`config.mk`:
```
export PLATFORM = sky130hd
export DESIGN_NAME = nvm_ecc_health
export DESIGN_NICKNAME = d
export VERILOG_FILES = /design/src/logic/config_memory_health_pkg.sv /design/src/logic/nvm_ecc_health.sv
export SDC_FILE = /design/constraint.sdc
export NUM_CORES = 1
export LEC_CHECK = 0
export ABC_AREA = 1
export BUFFER_PORTS_ARGS = -buffer_cell sky130_fd_sc_hd__buf_2
export CORE_UTILIZATION = 50
export CTS_CLUSTER_DIAMETER = 80
export CTS_CLUSTER_SIZE = 40
export DETAILED_ROUTE_END_ITERATION = 10
export GPL_ROUTABILITY_DRIVEN = 0
export PLACE_DENSITY = 0.8
export RECOVER_POWER = 25
export SYNTH_ARGS = -nofsm -noshare
export SYNTH_HDL_FRONTEND = slang
export SYNTH_SLANG_ARGS = --single-unit
```
`constraint.sdc`:
```
create_clock -name SYS_CLK -period 5.9 [get_ports SYS_CLK]
set_input_delay 0.59 -clock SYS_CLK [delete_from_list [all_inputs] [get_ports SYS_CLK]]
set_output_delay 0.59 -clock SYS_CLK [all_outputs]
set_load 0.01 [all_outputs]
```
`src/logic/config_memory_health_pkg.sv`:
```
package config_memory_health_pkg;
	// register map (mmd number, address)
	localparam logic [4:0]  MMD_VEND1        = 5'h1e;
	localparam logic [4:0]  MMD_VEND2        = 5'h1f;
	localparam logic [15:0] OFS_WAFER_POS    = 16'h1004;
	localparam logic [15:0] OFS_CFG_HEALTH   = 16'h1005;
	localparam logic [15:0] OFS_SI_REV       = 16'h8000;
	localparam logic [15:0] REG_RESET_VAL    = 16'h0000;
	// wafer position fields
	localparam int          WAFER_Y_LSB      = 8;
	localparam int          WAFER_Y_MSB      = 14;
	localparam int          WAFER_X_LSB      = 0;
	localparam int          WAFER_X_MSB      = 6;
	// health bit positions
	localparam int          HB_RED_WARN      = 15;
	localparam int          HB_RED_ERR       = 14;
	localparam int          HB_YEL_WARN      = 13;
	localparam int          HB_YEL_ERR       = 12;
	localparam int          HB_GRN_WARN      = 11;
	localparam int          HB_GRN_ERR       = 10;
	// revision fields
	localparam int          REV_MAJOR_LSB    = 12;
	localparam int          REV_MINOR_LSB    = 8;
	localparam int          REV_STAGE_LSB    = 6;
	localparam int          REV_PATCH_LSB    = 0;
	// factory memory layout, word addresses
	localparam int          MEM_AW           = 8;
	localparam int          DATA_W           = 16;
	localparam int          HAM_W            = 21;
	localparam int          CODE_W           = 22;
	localparam logic [7:0]  GREEN_FIRST      = 8'h00;
	localparam logic [7:0]  YELLOW_FIRST     = 8'h10;
	localparam logic [7:0]  RED_FIRST        = 8'h20;
	localparam logic [7:0]  LAST_WORD        = 8'h3f;
	localparam logic [7:0]  WAFER_WORD       = 8'h00;
	// zone codes
	typedef enum logic [1:0] {
		ZONE_GREEN  = 2'h0,
		ZONE_YELLOW = 2'h1,
		ZONE_RED    = 2'h2
	} zone_t;
	// loader states, gray along the path
	typedef enum logic [1:0] {
		LD_START = 2'b00,
		LD_ISSUE = 2'b01,
		LD_CHECK = 2'b11,
		LD_DONE  = 2'b10
	} ld_state_t;
endpackage

```
`src/logic/nvm_ecc_health.sv`:
```
// Contract
// wafer Y in bits 14:8, bit 15 zero
// wafer X in bits 6:0, bit 7 zero
// memory split into trace, identity, config zones
// no host write path into memory
// secded: correct single, detect double errors
// config zone corrected single error sets bit 15
// config zone double error sets bit 14
// identity zone corrected single sets bit 13
// identity zone double error sets bit 12
// trace zone corrected single sets bit 11
// trace zone double error sets bit 10
// read-only revision: major, minor, stage, patch
// flags found at load, held until reset
`timescale 1ns/10ps
module nvm_ecc_health #(
	parameter logic [3:0] REV_MAJOR = 4'h1,
	parameter logic [3:0] REV_MINOR = 4'h0,
	parameter logic [1:0] REV_STAGE = 2'h3,
	parameter logic [5:0] REV_PATCH = 6'h00
) (
	input  wire logic                                SYS_CLK,
	input  wire logic                                RST_N,
	output logic                                     MEM_RD_EN,
	output logic [config_memory_health_pkg::MEM_AW-1:0]        MEM_ADDR,
	input  wire logic [config_memory_health_pkg::CODE_W-1:0]   MEM_RDATA,
	output logic                                     LOAD_VALID,
	output logic [config_memory_health_pkg::MEM_AW-1:0]        LOAD_ADDR,
	output logic [config_memory_health_pkg::DATA_W-1:0]        LOAD_DATA,
	output logic                                     LOAD_DONE,
	input  wire logic                                REG_RD,
	input  wire logic [4:0]                          REG_MMD,
	input  wire logic [15:0]                         REG_ADDR,
	output logic                                     REG_RVALID,
	output logic [15:0]                              REG_RDATA
);
	import config_memory_health_pkg::*;

	// secded decode: hamming positions 1..21 in bits 1..21, overall parity in bit 0
	function automatic logic [4:0] ham_syndrome(input logic [CODE_W-1:0] cw);
		logic [4:0] s;
		s = 5'h00;
		for (int p = 1; p <= HAM_W; p++) begin
			if (cw[p]) begin
				s = s ^ p[4:0];
			end
		end
		return s;
	endfunction

	function automatic logic [DATA_W-1:0] ham_extract(input logic [CODE_W-1:0] cw);
		logic [DATA_W-1:0] d;
		int                k;
		d = '0;
		k = 0;
		for (int p = 1; p <= HAM_W; p++) begin
			if ((p & (p - 1)) != 0) begin
				d[k] = cw[p];
				k++;
			end
		end
		return d;
	endfunction

	ld_state_t             ld_state_r, ld_state_nxt;
	logic                  rd_en_r, rd_en_nxt;
	logic [MEM_AW-1:0]     addr_r, addr_nxt;
	logic                  ld_valid_r, ld_valid_nxt;
	logic [MEM_AW-1:0]     ld_addr_r, ld_addr_nxt;
	logic [DATA_W-1:0]     ld_data_r, ld_data_nxt;
	logic                  done_r, done_nxt;
	logic [5:0]            health_r, health_nxt;
	logic [15:0]           wafer_r, wafer_nxt;
	logic [4:0]            syn;
	logic                  par;
	logic                  single_bit_corrected;
	logic                  double_err;
	logic [CODE_W-1:0]     fixed;
	zone_t                 zone;

	always_comb begin
		syn                  = ham_syndrome(MEM_RDATA);
		par                  = ^MEM_RDATA;
		single_bit_corrected = par;
		double_err           = !par && (syn != 5'h00);
		fixed                = MEM_RDATA;
		if (par && (syn <= 5'(HAM_W))) begin
			fixed[syn] = !MEM_RDATA[syn];
		end
		if (addr_r >= RED_FIRST) begin
			zone = ZONE_RED;
		end else if (addr_r >= YELLOW_FIRST) begin
			zone = ZONE_YELLOW;
		end else begin
			zone = ZONE_GREEN;
		end
	end

	always_comb begin
		ld_state_nxt = ld_state_r;
		rd_en_nxt    = 1'b0;
		addr_nxt     = addr_r;
		ld_valid_nxt = 1'b0;
		ld_addr_nxt  = ld_addr_r;
		ld_data_nxt  = ld_data_r;
		done_nxt     = done_r;
		health_nxt   = health_r;
		wafer_nxt    = wafer_r;
		unique case (ld_state_r)
			LD_START: begin
				addr_nxt     = GREEN_FIRST;
				rd_en_nxt    = 1'b1;
				ld_state_nxt = LD_ISSUE;
			end
			LD_ISSUE: begin
				ld_state_nxt = LD_CHECK;
			end
			LD_CHECK: begin
				ld_valid_nxt = 1'b1;
				ld_addr_nxt  = addr_r;
				ld_data_nxt  = ham_extract(fixed);
				unique case (zone)
					ZONE_RED: begin
						health_nxt[HB_RED_WARN-HB_GRN_ERR] = health_r[HB_RED_WARN-HB_GRN_ERR]
							| single_bit_corrected;
						health_nxt[HB_RED_ERR-HB_GRN_ERR]  = health_r[HB_RED_ERR-HB_GRN_ERR]
							| double_err;
					end
					ZONE_YELLOW: begin
						health_nxt[HB_YEL_WARN-HB_GRN_ERR] = health_r[HB_YEL_WARN-HB_GRN_ERR]
							| single_bit_corrected;
						health_nxt[HB_YEL_ERR-HB_GRN_ERR]  = health_r[HB_YEL_ERR-HB_GRN_ERR]
							| double_err;
					end
					default: begin
						health_nxt[HB_GRN_WARN-HB_GRN_ERR] = health_r[HB_GRN_WARN-HB_GRN_ERR]
							| single_bit_corrected;
						health_nxt[0]                      = health_r[0] | double_err;
					end
				endcase
				if (addr_r == WAFER_WORD) begin
					wafer_nxt = ham_extract(fixed);
				end
				if (addr_r == LAST_WORD) begin
					done_nxt     = 1'b1;
					ld_state_nxt = LD_DONE;
				end else begin
					addr_nxt     = addr_r + 1'b1;
					rd_en_nxt    = 1'b1;
					ld_state_nxt = LD_ISSUE;
				end
			end
			LD_DONE: begin
				ld_state_nxt = LD_DONE;
			end
		endcase
	end

	always_ff @(posedge SYS_CLK) begin
		if (!RST_N) begin
			ld_state_r <= LD_START;
			rd_en_r    <= 1'b0;
			addr_r     <= '0;
			ld_valid_r <= 1'b0;
			ld_addr_r  <= '0;
			ld_data_r  <= '0;
			done_r     <= 1'b0;
			health_r   <= '0;
			wafer_r    <= REG_RESET_VAL;
		end else begin
			ld_state_r <= ld_state_nxt;
			rd_en_r    <= rd_en_nxt;
			addr_r     <= addr_nxt;
			ld_valid_r <= ld_valid_nxt;
			ld_addr_r  <= ld_addr_nxt;
			ld_data_r  <= ld_data_nxt;
			done_r     <= done_nxt;
			health_r   <= health_nxt;
			wafer_r    <= wafer_nxt;
		end
	end

	// register read port, read-only map
	logic        rvalid_r, rvalid_nxt;
	logic [15:0] rdata_r, rdata_nxt;

	always_comb begin
		rvalid_nxt = REG_RD;
		rdata_nxt  = rdata_r;
		if (REG_RD) begin
			rdata_nxt = REG_RESET_VAL;
			if (REG_MMD == MMD_VEND1 && REG_ADDR == OFS_WAFER_POS) begin
				rdata_nxt[WAFER_Y_MSB:WAFER_Y_LSB] = wafer_r[WAFER_Y_MSB:WAFER_Y_LSB];
				rdata_nxt[WAFER_X_MSB:WAFER_X_LSB] = wafer_r[WAFER_X_MSB:WAFER_X_LSB];
			end else if (REG_MMD == MMD_VEND1 && REG_ADDR == OFS_CFG_HEALTH) begin
				if (done_r) begin
					rdata_nxt[HB_RED_WARN:HB_GRN_ERR] = health_r;
				end
			end else if (REG_MMD == MMD_VEND2 && REG_ADDR == OFS_SI_REV) begin
				rdata_nxt = {REV_MAJOR, REV_MINOR, REV_STAGE, REV_PATCH};
			end
		end
	end

	// no write strobe exists; memory is only ever read
	always_ff @(posedge SYS_CLK) begin
		if (!RST_N) begin
			rvalid_r <= 1'b0;
			rdata_r  <= REG_RESET_VAL;
		end else begin
			rvalid_r <= rvalid_nxt;
			rdata_r  <= rdata_nxt;
		end
	end

	assign MEM_RD_EN  = rd_en_r;
	assign MEM_ADDR   = addr_r;
	assign LOAD_VALID = ld_valid_r;
	assign LOAD_ADDR  = ld_addr_r;
	assign LOAD_DATA  = ld_data_r;
	assign LOAD_DONE  = done_r;
	assign REG_RVALID = rvalid_r;
	assign REG_RDATA  = rdata_r;
endmodule

```
Yosys cells after proc, flatten, opt, wreduce, memory -nomap -nowiden
Cells that the tools add are included.
Widths: inputs -> output; s select.
{"block": "word_totals", "wordCells": 420, "output_inout_bits": 52, "reg_bits": 75, "in_bits": 46, "ramBits": 0, "rom_bits": 0, "n_memories": 0, "latchBits": 0}
{"block": "classes", "n_reduce_logical": 50, "order_cmp": 65, "bitwise": 27, "eq_ne": 12, "n_div": 0, "mul": 0, "mux": 224, "addsub": 29, "shift": 0}
{"operator": "$mux 32", "count": 45}
{"operator": "$ge 32x1->1 const B", "count": 30}
{"operator": "$lt 32x6->1 const B", "count": 30}
{"operator": "$add 32x2->32 const B", "count": 28}
{"operator": "$mux 16", "count": 42}
{"operator": "$bwmux 16", "count": 30}
{"operator": "$demux 1 s4", "count": 30}
{"operator": "$mux 1", "count": 41}
{"operator": "$logic_and 1x1->1", "count": 36}
{"operator": "$eq 16x13->1 const B", "count": 2}
{"operator": "$mux 4", "count": 8}
{"operator": "$mux 5", "count": 6}
{"operator": "$bwmux 22", "count": 1}
{"operator": "$mux 22", "count": 1}
{"operator": "$reduce_xor 22->1", "count": 1}
{"operator": "$not 2->2", "count": 9}
{"operator": "$not 3->3", "count": 6}
{"operator": "$eq 16x16->1 const B", "count": 1}
{"operator": "$pmux 8 s2", "count": 1}
{"operator": "$mux 7", "count": 2}
{"operator": "$mux 13", "count": 1}
{"operator": "$mux 3", "count": 4}
{"operator": "$mux 6", "count": 2}
{"operator": "$reduce_and 2->1", "count": 6}
{"operator": "other kinds (28)", "count": 44}

Depth between registers and ports, before layout
{"block": "depth", "ltp_word": 88, "ltp_mapped": 23, "ltp_nobuf": 22}

Worst setup path after synthesis
OpenSTA, ideal clock, no wires.
{"block": "synth_timing", "kind": "input -> register", "start": "in MEM_RDATA[18] in the netlist's numbering", "end": "reg wafer_r[12]", "n_path_buf": 1, "required_time_ns": 5.772, "setup_ns": 0.128, "arrival_ns": 2.180, "setup_slack_ns": 3.592, "stages": 14, "cell_sequence": "xnor2_2 xnor2_2 xor2_2 nand2_1 nor2_1 nand2_1 nor2_1 o21bai_1 nor2_2 nand2_2 buf_6 nand2_1 nand2_1 a21oi_1"}
{"block": "synth_via", "elab_chain_len": 56, "word_cells_on_any_way": 63, "classes_between": "3 x order compare; 53 x mux; 3 x bitwise; 4 x reduce/logical"}
{"element": "from (decl)", "line": "nvm_ecc_health.sv:26", "rtl": "input wire logic [config_memory_health_pkg::CODE_W-1:0] MEM_RDATA,"}
{"element": "$mux 5", "line": "nvm_ecc_health.sv:44", "rtl": "if (cw[p]) begin"}
{"element": "$not 3->3 (no line)"}
{"element": "$mux 5", "line": "nvm_ecc_health.sv:44"}
{"element": "$not 2->2 (no line)"}
{"element": "$mux 5", "line": "nvm_ecc_health.sv:44"}
{"element": "$not 3->3 (no line)"}
{"element": "$mux 5", "line": "nvm_ecc_health.sv:44"}
{"element": "$lt 5x6->1 (implied by the code) / $ge 5x1->1 (equally long branches)", "line": "nvm_ecc_health.sv:88", "rtl": "fixed[syn] = !MEM_RDATA[syn];"}
{"element": "[... 40 more ...]"}
{"element": "$mux 16", "line": "nvm_ecc_health.sv:109", "rtl": "unique case (ld_state_r)"}
{"element": "$bwmux 16", "line": "nvm_ecc_health.sv:58", "rtl": "d[k] = cw[p];"}
{"element": "$mux 16", "line": "nvm_ecc_health.sv:141", "rtl": "if (addr_r == WAFER_WORD) begin"}
{"element": "$mux 16", "line": "nvm_ecc_health.sv:109"}
{"element": "$bwmux 16", "line": "nvm_ecc_health.sv:58"}
{"element": "$mux 16", "line": "nvm_ecc_health.sv:141"}
{"element": "$mux 16", "line": "nvm_ecc_health.sv:109"}
{"element": "$bwmux 16 *", "line": "nvm_ecc_health.sv:58"}
{"element": "to (signal assigned)", "line": "nvm_ecc_health.sv:179", "rtl": "wafer_r <= wafer_nxt;"}
{"element": "to (decl)", "line": "nvm_ecc_health.sv:73", "rtl": "logic [15:0] wafer_r, wafer_nxt;"}
Every way passes the cells marked *; elsewhere a longest branch is shown, timed or not. The select of a mux whose other input is x is not followed.
A chain may end at the register's enable or synchronous reset.

Final worst setup path
{"block": "layout_timing", "start": "in RST_N", "end": "reg rd_en_r, in the netlist MEM_RD_EN"}
{"element": "from (decl)", "line": "nvm_ecc_health.sv:23", "rtl": "input wire logic RST_N,"}
{"element": "to (signal assigned)", "line": "nvm_ecc_health.sv:172", "rtl": "rd_en_r <= rd_en_nxt;"}
{"element": "to (decl)", "line": "nvm_ecc_health.sv:66", "rtl": "logic rd_en_r, rd_en_nxt;"}
No word-level cell between the ends.

==> impl_metrics.csv <==
group,metric,value,unit
timing,min_period_over_period,47.3,%
drt,wl_per_cell,12.8,um
setup_path,worst_ep_arrival_time,3.02,ns
die,die_y,93.0,um
cells_and_area,finish.utilization,61.6,%
cells_and_area,final_cell_mix,"nand2_1, dfxtp_1, buf_2, a21oi_1, inv_1",
timing,max-slew-margin-rel,-9.98,%
hold_path,hp-start,"health_r[2]$_SDFFE_PN0P_",
setup_path,cp_max_fo,47,
global_route,grt_max_degree,50,
global_route,grt_pass1_vias,3756,
power,p_leak,0.00225,uW
clock_network,post_cts_buffers,0,
die,die_x,93.0,um
power,peakVddDrop,0.000123,V
cells_and_area,mostFrequentLayoutCell,"nand2_1",
placement,place_inst,804,
cells_and_area,area_delta_synth_final,16.9,%
timing,worstMarginPinSlew,1.65,ns
clock_network,post_cts_resized,0,
timing,finalCriticalPeriod,2.79,ns
setup_path,max_stage_delay,1.17,ns
die,die-area,8650,um2
setup_path,rr_startpoint,"MEM_ADDR[0]$_SDFFE_PN0P_",
timing,drv_slew,48,
setup_path,r2r_end,"MEM_ADDR[3]$_SDFFE_PN0P_",
power,power_density,271,nW/um2
timing,rsz0062_at_grt,"no",
setup_path,worstSetupPathType,"in2reg",
yosys,netlist_area,4140,um2
clock_network,cts_tree,"yes",
drt,wl,10500,um
cells_and_area,n_antenna_cell,0,
timing,finClkSkew,0.0123,ns
yosys,synth_cells,623,
drt,vias,4264,
setup_path,crit_required,6.13,ns
clock_network,path_clk_slew,0.07,ns
clock_network,numCtsBuffers,9,
yosys,yosys_warnings,0,
yosys,avgSynthCellArea,6.64,um2
timing,finalSetupTns,0,ns
drt,drt_iter0_drc,246,
setup_path,critPathTopFamily,"buffers and inverters",
clock_network,cts_sinks,74,
timing,setup-violations-final,0,
setup_path,cp.buffers_inverters,2,
drt,drtAntennaViolNets,0,
global_route,grt_use_total,24.2,%
die,io_pins,98,
cells_and_area,fin_nets,764,
clock_network,htree_levels,3,
setup_path,end_kind,"register",
die,rows,32,
yosys,synth_nets,674,
die,initial_core_util,52.7,%
drt,drcViolationCount,0,
placement,port_buffers,97,
die,core,7850,um2
run_status,status,"finished with violations",
placement,dp_hpwl,8060,um
clock_network,postCtsHoldBufs,0,
clock_network,root_buffer,"clkbuf_8",
cells_and_area,drive_gt1_share,16.0,%
setup_path,crit_chain,"clkbuf_1 > inv_1 > a211oi_1",
cells_and_area,finalNonFillerCells,819,
drt,viasPerCell,5.21,
power,power,1310,uW
timing,timing.final.ws_setup,3.11,ns
timing,timing.fmax,358,MHz
setup_path,slowest_stage,"clkbuf_1",
global_route,gr-total-overflow,0,
clock_network,clock_latency,0.35,ns
placement,place_ws,2.91,ns
yosys,ys_ff_latch,74,
global_route,grt_pass1_wl,16900,um
hold_path,hp-class,"reg2reg",
yosys,synth.distinct_cells,37,
timing,finalHoldViolCount,0,
setup_path,worstSetupStartpointType,"input pin",
clock_network,clockBufferDepth,2,
drt,dr.pass1.iters,5,
setup_path,reg2reg_depth,11,
setup_path,r2r_setup_slack,3.62,ns
global_route,antenna_found_initial,0,
yosys,yosysSeqAreaShare,35.8,%
hold_path,holdPathStages,2,
hold_path,min_to,"health_r[2]$_SDFFE_PN0P_",
run_status,violations,"capacitance limit, slew limit",
job,cap_violations,1,
[cells in the mapped netlist (all sizes together)]
cell type	n	area, um2
a211oi	3	22.5
a21boi	1	7.51
a21oi	66	334
a31oi	2	12.5
and3	1	6.26
buf	3	33.8
clkbuf	17	63.8
clkinv	3	11.3
dfxtp	74	1480
ha	5	62.6
inv	70	263
nand2	174	676
nand3	44	238
nand3b	2	15.0
nand4	4	25.0
nor2	53	225
nor3	6	30.0
nor3b	1	7.51
nor4	3	18.8
o21a	4	30.0
o21ai	60	300
o21bai	3	22.5
or2	1	6.26
xnor2	14	160
xor2	9	86.3
[cell type report]
| cell class | count | area (um2) |
|---|---|---|
| clock buffers | 11 | 151 |
| clock inverters | 4 | 51.3 |
| flip-flops and latches | 74 | 1480 |
| fillers | 748 | 3010 |
| well taps | 102 | 128 |
| repair buffers | 99 | 465 |
| multi-input cells | 456 | 2290 |
| inverters | 73 | 274 |
[through the flow]
step	cell area, um2	hold WS (ns)
after floorplan	4140	0.430
after global placement	4670	0.443
after detailed placement	4670	0.442
after CTS	4870	0.464
after global routing	4840	0.487
final	4840	0.465
[kinds of logic (layout without fill, tap and decap cells)]
| family | count (synthesis) | after routing | share of synthesized area (%) |
|---|---|---|---|
| AOI/OAI and AO/OA | 139 | 139 | 17.6 |
| and+or+nand+nor | 289 | 289 | 30.1 |
| adders and majority gates | 5 | 5 | 1.51 |
| DFF | 74 | 74 | 35.8 |
| xor gates and xnor gates | 23 | 23 | 5.96 |
| buffers and inverters | 93 | 187 | 8.98 |
[metal layers]
layer  wire length, um  GRT usage (%)
met1              4780           31.2
met2              4720           39.6
met3               686           3.98
met4               289           11.4
met5                 0              0
[worst max path at each step]
stage                     cells after the start     startpoint                         to
after floorplan                              14  MEM_RDATA[18]   wafer_r[12]$_SDFFE_PN0P_
after global placement                       20   MEM_RDATA[5]  LOAD_DATA[0]$_SDFFE_PN0P_
after detailed placement                     20   MEM_RDATA[5]  LOAD_DATA[5]$_SDFFE_PN0P_
after CTS                                    20   MEM_RDATA[5]  LOAD_DATA[5]$_SDFFE_PN0P_
after global routing                          3          RST_N       MEM_RD_EN$_SDFF_PN0_
final                                         3          RST_N       MEM_RD_EN$_SDFF_PN0_
[worst register-to-register path, stage by stage, from the launching register on]
cell     delay (ns)
dfxtp_1        0.42
ha_1           0.20
nand2_1        0.08
nor3_1         0.32
nand2_1        0.12
nor2_1         0.21
inv_1          0.06
o21ai_0        0.18
inv_1          0.20
nand4_1        0.13
xor2_1         0.16
nor2_1         0.05
[power breakdown]
part,leakage [uW],internal (uW),switching (uW)
combinational,0.00155,118,267
sequential,0.000600,519,10.7
clock,0.000101,216,181
total,0.00225,852,460
[sequential cells by signal, summed over array words and instances, names as in the netlist]
name,cells
LOAD_DONE,1
health_r,6
REG_RVALID,1
REG_RDATA,16
ld_state_r,2
MEM_ADDR,8
MEM_RD_EN,1
LOAD_DATA,16
wafer_r,14
LOAD_ADDR,8
LOAD_VALID,1
Note: power is estimated with default switching activity, not from simulation.
